==> src/verilog/ibsc_pkg.sv <==
// Shared constants and types for the isolation barrier sync controller.
// Assumes a single 200 MHz clock and Avalon-MM register access.
package ibsc_pkg;

  // ************************************************************
  // Timing
  // ************************************************************
  localparam int CLK_MHZ         = 200;
  localparam int NTR_TIME_US     = 400;
  localparam int NTR_CYCLES      = NTR_TIME_US * CLK_MHZ;
  localparam int SER_HALF_CYCLES = 4;
  localparam int RX_BIT_CYCLES   = 8;
  localparam int FRAME_BITS      = 10;
  localparam logic [1:0] SER_HALF_LAST = 2'(SER_HALF_CYCLES - 1);
  localparam logic [3:0] FRAME_LAST    = 4'(FRAME_BITS - 1);
  localparam logic [3:0] RX_FIRST      =
    4'(RX_BIT_CYCLES + RX_BIT_CYCLES / 2 - 1);
  localparam logic [3:0] RX_NEXT       = 4'(RX_BIT_CYCLES - 1);

  // ************************************************************
  // Register indices, byte address is index times four
  // ************************************************************
  localparam logic [5:0] IDX_POWER     = 6'h02;
  localparam logic [5:0] IDX_IRQ_STAT  = 6'h03;
  localparam logic [5:0] IDX_ENABLE    = 6'h05;
  localparam logic [5:0] IDX_HOST_STAT = 6'h0d;
  localparam logic [5:0] IDX_FAILSAFE  = 6'h15;
  localparam logic [5:0] IDX_REVISION  = 6'h1d;
  localparam logic [5:0] IDX_LINE_STAT = 6'h1e;
  localparam logic [5:0] IDX_AUX_ADC   = 6'h20;

  // ************************************************************
  // Field positions and reset values
  // ************************************************************
  localparam int LPS_BIT    = 2;
  localparam int LDE_BIT    = 3;
  localparam int MODE_BIT   = 7;
  localparam int SYNC_LOSS_IRQ_FLAG_BIT   = 1;
  localparam int POLL_BIT   = 3;
  localparam int SYNLEN_BIT = 1;
  localparam int HOST_SIDE_SYNC_LOST_BIT   = 6;
  localparam int NTR_BIT    = 6;
  localparam int REV_LSB    = 4;
  localparam int LINE_SIDE_SYNC_LOST_BIT   = 2;
  localparam logic SYNC_LOSS_IRQ_FLAG_EN_RST   = 1'b1;
  localparam logic AUTO_POLL_RST = 1'b1;
  localparam logic HOST_SIDE_SYNC_LOST_RST      = 1'b1;

  // ************************************************************
  // Link symbols
  // ************************************************************
  localparam logic [7:0] PREAMBLE_BYTE = 8'haa;
  localparam logic [7:0] STATUS_BYTE   = 8'h5a;
  localparam logic [7:0] POLL_BYTE     = 8'hc3;

  // ************************************************************
  // Types
  // ************************************************************
  typedef enum logic [2:0] {
    S_XFER1E, S_PREAMBLE, S_RX_SYNC, S_POLL, S_WAIT_REV, S_RUN
  } ibsc_link_e;
  typedef enum logic [1:0] {R_IDLE, R_DATA, R_STOP} ibsc_rx_e;

  typedef struct packed {
    logic        read;
    logic        write;
    logic [7:0]  address;
    logic [31:0] writedata;
    logic [3:0]  byteenable;
  } ibsc_avs_req_s;

  typedef struct packed {
    logic [31:0] readdata;
    logic        waitrequest;
  } ibsc_avs_rsp_s;

  typedef struct packed {
    ibsc_link_e  link;
    ibsc_rx_e    rxs;
    logic [2:0]  rx_sync;
    logic        rx_lvl;
    logic [3:0]  rx_cnt;
    logic [2:0]  rx_bits;
    logic [7:0]  rx_sh;
    logic [7:0]  rx_word;
    logic        rx_valid;
    logic [16:0] ntr_cnt;
    logic        trip;
    logic        ack;
    logic [7:0]  rdata;
    logic        lps;
    logic        lde;
    logic        line_mode;
    logic        sync_loss_irq_flag;
    logic        sync_loss_irq_flag_en;
    logic        auto_poll;
    logic        host_side_sync_lost;
    logic        ntr_off;
    logic [3:0]  rev;
    logic        line_side_sync_lost;
    logic [7:0]  aux;
  } ibsc_ctl_s;

  localparam ibsc_ctl_s CTL_RST = '{link: S_PREAMBLE, rxs: R_IDLE,
    sync_loss_irq_flag_en: SYNC_LOSS_IRQ_FLAG_EN_RST, auto_poll: AUTO_POLL_RST, host_side_sync_lost: HOST_SIDE_SYNC_LOST_RST,
    default: '0};

  function automatic logic is_sync(input ibsc_link_e s);
    return s inside {S_RX_SYNC, S_POLL, S_WAIT_REV, S_RUN};
  endfunction : is_sync

endpackage : ibsc_pkg

==> src/verilog/ibsc_ser.sv <==
// Barrier transmit serializer with interleaved power pulses.
// Assumes the caller always offers a byte; one is taken when idle.
`timescale 1ns/100ps
`default_nettype none
module ibsc_ser
  import ibsc_pkg::*;
(
  input  wire logic       clock,
  input  wire logic       arst_n,
  input  wire logic [7:0] data,
  input  wire logic       power_on,
  output logic            take,
  output logic            tx
);

  typedef struct packed {
    logic       busy;
    logic       power;
    logic [9:0] frame;
    logic [3:0] bits;
    logic       phase;
    logic [1:0] cnt;
    logic       tx;
  } ibsc_ser_s;

  ibsc_ser_s r;
  ibsc_ser_s n;

  // ************************************************************
  // Slot sequencing
  // ************************************************************
  // Each bit slot: first half power pulse, second half data
  always_comb begin
    n    = r;
    take = ~r.busy;
    if (!r.busy) begin
      n.busy  = 1'b1;
      n.frame = {1'b1, data, 1'b0};
      n.bits  = '0;
      n.phase = 1'b0;
      n.cnt   = '0;
      n.power = power_on;
    end else if (r.cnt == SER_HALF_LAST) begin
      n.cnt   = '0;
      n.phase = ~r.phase;
      if (r.phase) begin
        if (r.bits == FRAME_LAST) begin
          n.busy = 1'b0;
        end else begin
          n.bits  = r.bits + 4'd1;
          n.frame = {r.frame[8:0], 1'b0};
        end
      end
    end else begin
      n.cnt = r.cnt + 2'd1;
    end
    n.tx = n.busy & (n.phase ? n.frame[9] : n.power);
  end

  always_ff @(posedge clock or negedge arst_n) begin
    if (!arst_n) begin
      r <= '0;
    end else begin
      r <= n;
    end
  end

  assign tx = r.tx;

endmodule : ibsc_ser
`default_nettype wire

==> src/verilog/ibsc_top.sv <==
// Host-side barrier synchronization and control with register slave.
// Assumes the line side answers preamble with a status byte, then a
// revision byte after a poll; barrier_rx is asynchronous.
//
// Register access over Avalon-MM was left to the implementer.
`timescale 1ns/100ps
`default_nettype none
module ibsc_top
  import ibsc_pkg::*;
#(
  parameter int NTR_LIMIT = NTR_CYCLES
) (
  input  wire logic          clock,
  input  wire logic          arst_n,
  input  wire ibsc_avs_req_s avs_req,
  output var  ibsc_avs_rsp_s avs_rsp,
  output logic               irq,
  output logic               barrier_tx,
  input  wire logic          barrier_rx,
  input  wire logic [7:0]    tx_word,
  output logic               tx_ready_strobe,
  output logic [7:0]         rx_word,
  output logic               rx_valid,
  output logic               failsafe_trip,
  output logic               line_power_mode,
  input  wire logic [7:0]    aux_adc_pos_input,
  input  wire logic [7:0]    aux_adc_neg_input
);

  ibsc_ctl_s  r;
  ibsc_ctl_s  n;
  logic       req;
  logic       bus_acc;
  logic [5:0] idx;
  logic [7:0] wdat;
  logic [7:0] rd;
  logic       rx_edge;
  logic       byte_done;
  logic       frame_err;
  logic [7:0] rx_byte;
  logic       trip_now;
  logic       loss_evt;
  logic [7:0] ser_byte;
  logic       ser_take;

  function automatic logic hit(input logic acc,
                               input logic [5:0] a,
                               input logic [5:0] i);
    return acc & (a == i);
  endfunction : hit

  ibsc_ser u_ser (
    .clock    (clock),
    .arst_n   (arst_n),
    .data     (ser_byte),
    .power_on (~r.line_mode),
    .take     (ser_take),
    .tx       (barrier_tx)
  );

  always_comb begin
    n          = r;
    n.rx_valid = 1'b0;
    rd         = '0;
    byte_done  = 1'b0;
    frame_err  = 1'b0;
    rx_byte    = r.rx_sh;
    trip_now   = 1'b0;
    loss_evt   = 1'b0;
    ser_byte   = PREAMBLE_BYTE;

    // ************************************************************
    // Avalon slave: one wait cycle, then accept
    // ************************************************************
    req     = avs_req.read | avs_req.write;
    bus_acc = req & r.ack;
    idx     = avs_req.address[7:2];
    wdat    = avs_req.writedata[7:0] & {8{avs_req.byteenable[0]}};
    n.ack   = req & ~r.ack;
    case (idx)
      IDX_POWER: begin
        rd[LPS_BIT]  = r.lps;
        rd[LDE_BIT]  = r.lde;
        rd[MODE_BIT] = r.line_mode;
      end
      IDX_IRQ_STAT:  rd[SYNC_LOSS_IRQ_FLAG_BIT] = r.sync_loss_irq_flag;
      IDX_ENABLE: begin
        rd[POLL_BIT]   = r.auto_poll;
        rd[SYNLEN_BIT] = r.sync_loss_irq_flag_en;
      end
      IDX_HOST_STAT: rd[HOST_SIDE_SYNC_LOST_BIT] = r.host_side_sync_lost;
      IDX_REVISION:  rd[REV_LSB +: 4] = r.rev;
      IDX_LINE_STAT: rd[LINE_SIDE_SYNC_LOST_BIT] = r.line_side_sync_lost;
      IDX_AUX_ADC:   rd = r.aux;
      default:       rd = '0;
    endcase
    // Snapshot taken in the wait cycle; clear-on-read uses it
    if (req && !r.ack) begin
      n.rdata = avs_req.read ? rd : 8'h00;
    end

    if (hit(bus_acc & avs_req.write, idx, IDX_POWER) &&
        avs_req.byteenable[0]) begin
      n.lps = wdat[LPS_BIT];
      n.lde = wdat[LDE_BIT];
    end
    if (hit(bus_acc & avs_req.write, idx, IDX_ENABLE) &&
        avs_req.byteenable[0]) begin
      n.auto_poll = wdat[POLL_BIT];
      n.sync_loss_irq_flag_en   = wdat[SYNLEN_BIT];
    end
    if (hit(bus_acc & avs_req.write, idx, IDX_FAILSAFE) &&
        avs_req.byteenable[0]) begin
      n.ntr_off = wdat[NTR_BIT];
    end
    if (hit(bus_acc & avs_req.write, idx, IDX_LINE_STAT) &&
        avs_req.byteenable[0]) begin
      n.line_side_sync_lost = wdat[LINE_SIDE_SYNC_LOST_BIT];
    end

    // ************************************************************
    // Powering mode
    // ************************************************************
    // Return to barrier power is refused while level detect is on
    if (r.lps) begin
      n.line_mode = 1'b1;
    end else if (!r.lde) begin
      n.line_mode = 1'b0;
    end else begin
      n.line_mode = r.line_mode;
    end

    // ************************************************************
    // Receive synchronizer and deframer
    // ************************************************************
    n.rx_sync = {r.rx_sync[1:0], barrier_rx};
    if (r.rx_sync[1] == r.rx_sync[2]) begin
      n.rx_lvl = r.rx_sync[2];
    end
    rx_edge = n.rx_lvl ^ r.rx_lvl;
    unique case (r.rxs)
      R_IDLE: begin
        if (rx_edge && n.rx_lvl) begin
          n.rxs     = R_DATA;
          n.rx_cnt  = RX_FIRST;
          n.rx_bits = '0;
        end
      end
      R_DATA: begin
        if (r.rx_cnt == 4'd0) begin
          n.rx_sh  = {r.rx_sh[6:0], r.rx_lvl};
          n.rx_cnt = RX_NEXT;
          if (r.rx_bits == 3'd7) begin
            n.rxs = R_STOP;
          end else begin
            n.rx_bits = r.rx_bits + 3'd1;
          end
        end else begin
          n.rx_cnt = r.rx_cnt - 4'd1;
        end
      end
      R_STOP: begin
        if (r.rx_cnt == 4'd0) begin
          byte_done = 1'b1;
          frame_err = r.rx_lvl;
          n.rxs     = R_IDLE;
        end else begin
          n.rx_cnt = r.rx_cnt - 4'd1;
        end
      end
    endcase

    // ************************************************************
    // No-transition watchdog
    // ************************************************************
    if (rx_edge || r.ntr_off) begin
      n.ntr_cnt = '0;
    end else if (r.ntr_cnt == 17'(NTR_LIMIT - 1)) begin
      trip_now  = 1'b1;
      n.ntr_cnt = '0;
    end else begin
      n.ntr_cnt = r.ntr_cnt + 17'd1;
    end
    n.trip = trip_now;

    // ************************************************************
    // Link sequencing
    // ************************************************************
    unique case (r.link)
      S_XFER1E: begin
        ser_byte = 8'(r.line_side_sync_lost) << LINE_SIDE_SYNC_LOST_BIT;
        if (ser_take) begin
          n.link = S_PREAMBLE;
        end
      end
      S_PREAMBLE: begin
        ser_byte = PREAMBLE_BYTE;
        if (byte_done && !frame_err && rx_byte == STATUS_BYTE) begin
          n.link = S_RX_SYNC;
        end
      end
      S_RX_SYNC: begin
        ser_byte = PREAMBLE_BYTE;
        n.link   = r.auto_poll ? S_POLL : S_RUN;
      end
      S_POLL: begin
        ser_byte = POLL_BYTE;
        if (ser_take) begin
          n.link = S_WAIT_REV;
        end
      end
      S_WAIT_REV: begin
        ser_byte = tx_word;
        if (byte_done && !frame_err) begin
          n.rev  = rx_byte[3:0];
          n.link = S_RUN;
        end
      end
      S_RUN: begin
        ser_byte = tx_word;
        if (byte_done && !frame_err) begin
          n.rx_word  = rx_byte;
          n.rx_valid = 1'b1;
        end
      end
    endcase

    // ************************************************************
    // Sync loss and flags; a set in the clearing cycle wins
    // ************************************************************
    loss_evt = is_sync(r.link) & (frame_err | trip_now);
    if (hit(bus_acc & avs_req.read, idx, IDX_IRQ_STAT) &&
        r.rdata[SYNC_LOSS_IRQ_FLAG_BIT]) begin
      n.sync_loss_irq_flag = 1'b0;
    end
    if (hit(bus_acc & avs_req.write, idx, IDX_IRQ_STAT) &&
        wdat[SYNC_LOSS_IRQ_FLAG_BIT]) begin
      n.sync_loss_irq_flag = 1'b0;
    end
    if (hit(bus_acc & avs_req.read, idx, IDX_HOST_STAT) &&
        r.rdata[HOST_SIDE_SYNC_LOST_BIT]) begin
      n.host_side_sync_lost = 1'b0;
    end
    if (loss_evt) begin
      n.sync_loss_irq_flag = 1'b1;
      n.host_side_sync_lost = 1'b1;
      n.rev  = 4'h0;
      n.link = r.line_side_sync_lost ? S_PREAMBLE : S_XFER1E;
    end else if (trip_now) begin
      n.host_side_sync_lost = 1'b1;
    end

    n.aux = aux_adc_pos_input - aux_adc_neg_input;
  end

  always_ff @(posedge clock or negedge arst_n) begin
    if (!arst_n) begin
      r <= CTL_RST;
    end else begin
      r <= n;
    end
  end

  // ************************************************************
  // Outputs
  // ************************************************************
  assign avs_rsp.readdata    = {24'h000000, r.rdata};
  assign avs_rsp.waitrequest = req & ~r.ack;
  assign irq                 = r.sync_loss_irq_flag & r.sync_loss_irq_flag_en;
  // Strobes keep running through a loss unless the line reported one
  assign tx_ready_strobe     = ser_take & (is_sync(r.link) | ~r.line_side_sync_lost);
  assign rx_word             = r.rx_word;
  assign rx_valid            = r.rx_valid;
  assign failsafe_trip       = r.trip;
  assign line_power_mode     = r.line_mode;
endmodule : ibsc_top
`default_nettype wire

==> config.mk <==
export PLATFORM = sky130hd
export DESIGN_NAME = ibsc_top
export DESIGN_NICKNAME = d
export VERILOG_FILES = /design/src/verilog/ibsc_pkg.sv /design/src/verilog/ibsc_ser.sv /design/src/verilog/ibsc_top.sv
export SDC_FILE = /design/constraint.sdc
export NUM_CORES = 1
export LEC_CHECK = 0
export BUFFER_PORTS_ARGS = -buffer_cell sky130_fd_sc_hd__buf_4
export CAP_MARGIN = 25
export CORE_MARGIN = 5
export CORE_UTILIZATION = 35
export CTS_CLUSTER_SIZE = 28
export DETAILED_ROUTE_END_ITERATION = 10
export GPL_ROUTABILITY_DRIVEN = 0
export SYNTH_ARGS = -nofsm -noshare
export SYNTH_HDL_FRONTEND = slang
export SYNTH_SLANG_ARGS = --single-unit
==> constraint.sdc <==
create_clock -name clock -period 5.6 [get_ports clock]
set_input_delay 0.84 -clock clock [delete_from_list [all_inputs] [get_ports clock]]
set_output_delay 0.84 -clock clock [all_outputs]
set_load 0.01 [all_outputs]
# [Yosys cells after proc, flatten, opt, wreduce, memory -nomap -nowiden]
# Index checks and enable logic that the tools add are counted.
[word_totals] register_bits=101 latch_bits=0 ram_bits=0 rom_bits=0 out_inout_bits=47 word_cells=194 n_memories=0
[classes] add_sub_neg=6 n_mul=0 n_div=0 magnitude_cmp=0 eq_ne=35 shifts=0 muxes=62 n_bitwise=25 n_reduce_logical=34
[op_table] cell="17-bit two-way mux" n=3
[op_table] cell="8-bit one-hot mux with 4 select lines" n=1
[op_table] cell="14-bit two-way mux" n=2
[op_table] cell="1-bit two-way mux" n=25
[op_table] cell="3-bit two-way mux" n=7
[op_table] cell="4-bit two-way mux" n=5
[op_table] cell="6-bit by 5-bit equality test with 1-bit output (second input constant)" n=3
[op_table] cell="2-bit != test (second input constant)" n=9
[op_table] cell="17-bit by 1-bit adder with 17-bit output (second input constant)" n=1
[op_table] cell="17-bit equality test (second input constant)" n=1
[op_table] cell="1-bit bitwise AND" n=15
[op_table] cell="15-bit two-way mux" n=1
[op_table] cell="1-bit one-hot mux with 3 select lines" n=5
[op_table] cell="3-bit one-hot mux with 5 select lines" n=1
[op_table] cell="6-bit by 2-bit equality test with 1-bit output (second input constant)" n=2
[op_table] cell="3-bit != test (second input constant)" n=4
[op_table] cell="4-bit one-hot mux with 3 select lines" n=1
[op_table] cell="1-bit logical AND" n=11
[op_table] cell="11-bit two-way mux" n=1
[op_table] cell="2-bit two-way mux" n=5
[op_table] cell="3-bit equality test (second input constant)" n=3
[op_table] cell="8-bit by 7-bit equality test with 1-bit output (second input constant)" n=1
[op_table] cell="8-bit two-way mux" n=1
[op_table] cell="2-bit AND reduction" n=4
[op_table] cell="36 further kinds" n=50

# [Logic depth before layout (Yosys ltp)]
[logic_depth] ltp_word=9 mapped_depth=8 depth_no_buf=8

# [Cells and area by module]
# A second synthesis with hierarchy kept.
[hier_totals] hier_cells=527 area_unflattened_um2=5367.6
[modules_own_cells] mod="ibsc_top" instances=1 cells_per_inst=436 area_each_um2=4460.5
[modules_own_cells] mod="ibsc_ser" instances=1 cells_per_inst=91 area_each_um2=907.1

# [Worst setup path after synthesis]
# No wires, ideal clock.
[synth_path] kind="input -> output" from="input avs_req[45] (netlist name)" to="output avs_rsp[0] (netlist name)" arrival_ns=1.522 required_ns=4.760 path_slack_ns=3.238 cell_stages=3 path_buffers=1 path_cell_list="o21bai_1 -> inv_1 -> buf_4"
[synth_lines] element="start, declared" line="ibsc_top.sv:15" rtl="input wire ibsc_avs_req_s avs_req,"
[synth_lines] element="end, declared" line="ibsc_top.sv:16" rtl="output var ibsc_avs_rsp_s avs_rsp,"

==> metrics <==
post_cts resized=0; RR Startpoint=r[72]; Hold Buf Count CTS=0; CTS tree=done; Max Cap Violations=0; Reg clk slew, reported paths=0.07 ns; row cnt=45; TritonCTS buffer count=9; Int Pwr=0.00128 W; placed insts=744; hold_sp=n[74]; Synth Area in XOR/XNOR=4.12%; Top FF cell, synth=dfrtp_1; Slew @ Worst Pin=0.740 ns; sw frac=28.6%; relative slew slack=50.6%; number of synthesized flops with an enable pin=0; synthesized area=5310 um^2; final setup vio count=0; leading area contributor after synthesis=dfrtp_1; combinational fraction of design power=18.3%; synthesis-stage register bit count=100; initial antenna violation count=0; final setup margin=2.87 ns; Core Region=15000 um^2; Finished Layout Cells=760; port bufs=62; post-place setup slack=2.82 ns; clock skew=0.0108 ns; CP required=4.76 ns; Peak VDD IR=0.154 mV; die area=17700 um^2; DP Wirelength=8.34 mm; Max Slew Vio Count=0; worst skew pair latency=0.34 ns; PD cells=298 nW/um^2; fraction of final layout cells sized beyond drive strength 1=18.9%; diode count=0; post-route ant nets=0; TritonRoute pass-1 iters=4; Flop pwr share=47.4%; Iter 0 DRT Violations=264; ys async rst share=100%; wire per inst=14.7 um; Area growth syn-to-layout=13.6%; grt ovf=0; Yosys top cell area share=45.2%; Crit path arrival time=1.89 ns; CTS sink count=100; Reg2Reg Setup Slack=3.20 ns; CP Class=input port to output port; post-synthesis cell count=527; Synth Area per Inst=10.1 um^2; Clock Tree Buf Depth=2; nets=660; FF-to-FF End=r[78]; hold path endpoint=n[75]; Yosys cell types=60; Seq/Total Area, Yosys=47.2%; HP Class=flip-flop to flip-flop; setup bufs post-CTS=0; io pins=120; outcome=finished, final reports clean; fmax=366 MHz; RSZ-0062 raised after global routing=no; mux cell area share after synthesis=5.98%; final period utilization=48.7%; simple logic cell fraction of the synthesized area=16.4%; R2R depth=6; Critical Path Sink Type=output port; final wirelength=11.2 mm; Synth Area in Compound Gates=12.2%; Vias/cell=5.05; number of global-route vias before repair=3831; Worst Setup Start Kind=input port; Clock Power Share=34.3%; area share of fa/ha/maj cells after synthesis=5.04%; first-pass GRT wire length=18.8 mm; largest family of logic cells by synthesized area=simple AND/OR/NAND/NOR gates; root buf cell=clkbuf_16; Vias=3838; die height=133 um; GRT Util Overall=12.8%; chip width=133 um; minimum clock period=2.73 ns; setup TNS=0 ns; Hold Path Cell Cnt=0; DR DRC count=0; sw power=0.000513 W; starting density of the core=35.3%; largest net degree at the start of global routing=53; CP max FO=10; Leakage=2.82 nW; Final Hold Fails=0; Area contributors post-synth=dfrtp_1 (45%), buf_4 (5.8%), mux2_2 (4.7%); Synthesis Warnings=0; H-tree levels=3
[synthesized netlist by cell type (3+ instances only)]
cell,n
a21o_1,4
buf_4,41
xor2_1,13
xnor2_1,12
nor2_1,41
nand2_1,37
o21ai_0,29
mux2_2,22
inv_1,26
and3_1,5
nor3b_1,4
a22oi_1,7
clkbuf_1,15
o211ai_1,6
nand3b_1,3
ha_1,19
a22o_1,6
a32oi_1,5
dfrtp_1,96
nor3_1,12
nor4_1,6
or3_1,3
nand2b_1,12
nor2b_1,8
nand3_1,25
a21oi_1,19
dfstp_2,4
mux2i_1,7
[layout by cell type, fill, tap and decap left out, types with 3 or more instances in the layout]
cell type	count
a21o_1	4
nor3_1	12
inv_1	26
nor3b_1	4
nor2_1	41
and3_1	5
nand2b_1	12
dfstp_2	4
conb_1	24
nand2_1	37
or3_1	3
a21oi_1	19
o21ai_0	29
a32oi_1	5
dfrtp_1	96
nand3_1	25
xnor2_1	12
mux2_2	22
a22o_1	6
xor2_1	13
buf_4	64
clkbuf_16	9
nand3b_1	3
o211ai_1	6
nor4_1	6
mux2i_1	7
nor2b_1	8
ha_1	19
a22oi_1	7
[metal layers]
layer	GRT usage (%)	up-vias	share of wire (%)
li1	-	1875	-
met2	21.3	78	49
met3	3.66	17	5.6
met5	0	-	0
met4	4.06	0	1.9
met1	16.1	1868	44
[logic make-up after synthesis]
group	after synthesis
other	1
AO/OA/AOI/OAI	97
flip-flops	100
AND/OR/NAND/NOR	170
XOR/XNOR	25
buffers and inverters	84
adder cells (fa/ha/maj)	21
multiplexers	29
[through the flow]
step | util (%) | hold WS [ns] | total power, W | cell area (um^2)
after global routing | 40.1 | 0.376 | 0.00190 | 6030
after CTS | 40.1 | 0.369 | 0.00182 | 6030
after global placement | 38.2 | 0.336 | 0.00117 | 5740
after floorplan | - | 0.331 | 0.00109 | 5400
after detailed placement | 38.2 | 0.343 | 0.00120 | 5740
final | 40.1 | 0.359 | 0.00180 | 6030
[worst max-delay path, cell delays in order]
cell	delay (ns)
buf_4	0.13
o21bai_1	0.56
inv_1	0.16
buf_4	0.19
[registers in the layout (all words and copies together), names as in the netlist]
register,cells
u_ser.tx,1
rx_word,8
failsafe_trip,1
avs_rsp,8
u_ser.r,18
rx_byte,8
rx_valid,1
n,2
line_power_mode,1
r,52
[area by class of cell]
class	count	area, um^2
Clock buffer	11	233
Clock inverter	5	60.1
Fill cell	1440	9000
Inverter	26	97.6
Multi-Input combinational cell	366	2420
Sequential cell	100	2510
Tap cell	188	235
Timing Repair Buffer	64	480
[power by group through the flow]
stage / Combinational, W / Sequential, W / Clock, W
floorplan: 0.000248 / 0.000844 / 0
global placement: 0.000312 / 0.000862 / 0
detailed placement: 0.000331 / 0.000865 / 0
CTS: 0.000332 / 0.000852 / 0.000635
global route: 0.000376 / 0.000862 / 0.000660
finish: 0.000329 / 0.000852 / 0.000616
[worst max path at each step]
stage                      from          to  slack (ns)  depth (start not counted)
finish              avs_req[45]  avs_rsp[0]        2.87                          4
global route        avs_req[45]  avs_rsp[0]        2.72                          4
CTS                 avs_req[45]  avs_rsp[0]        2.82                          4
detailed placement  avs_req[45]  avs_rsp[0]        2.82                          4
global placement    avs_req[45]  avs_rsp[0]        2.85                          4
floorplan           avs_req[45]  avs_rsp[0]        3.24                          3
Power figures use the tool's default switching activity.
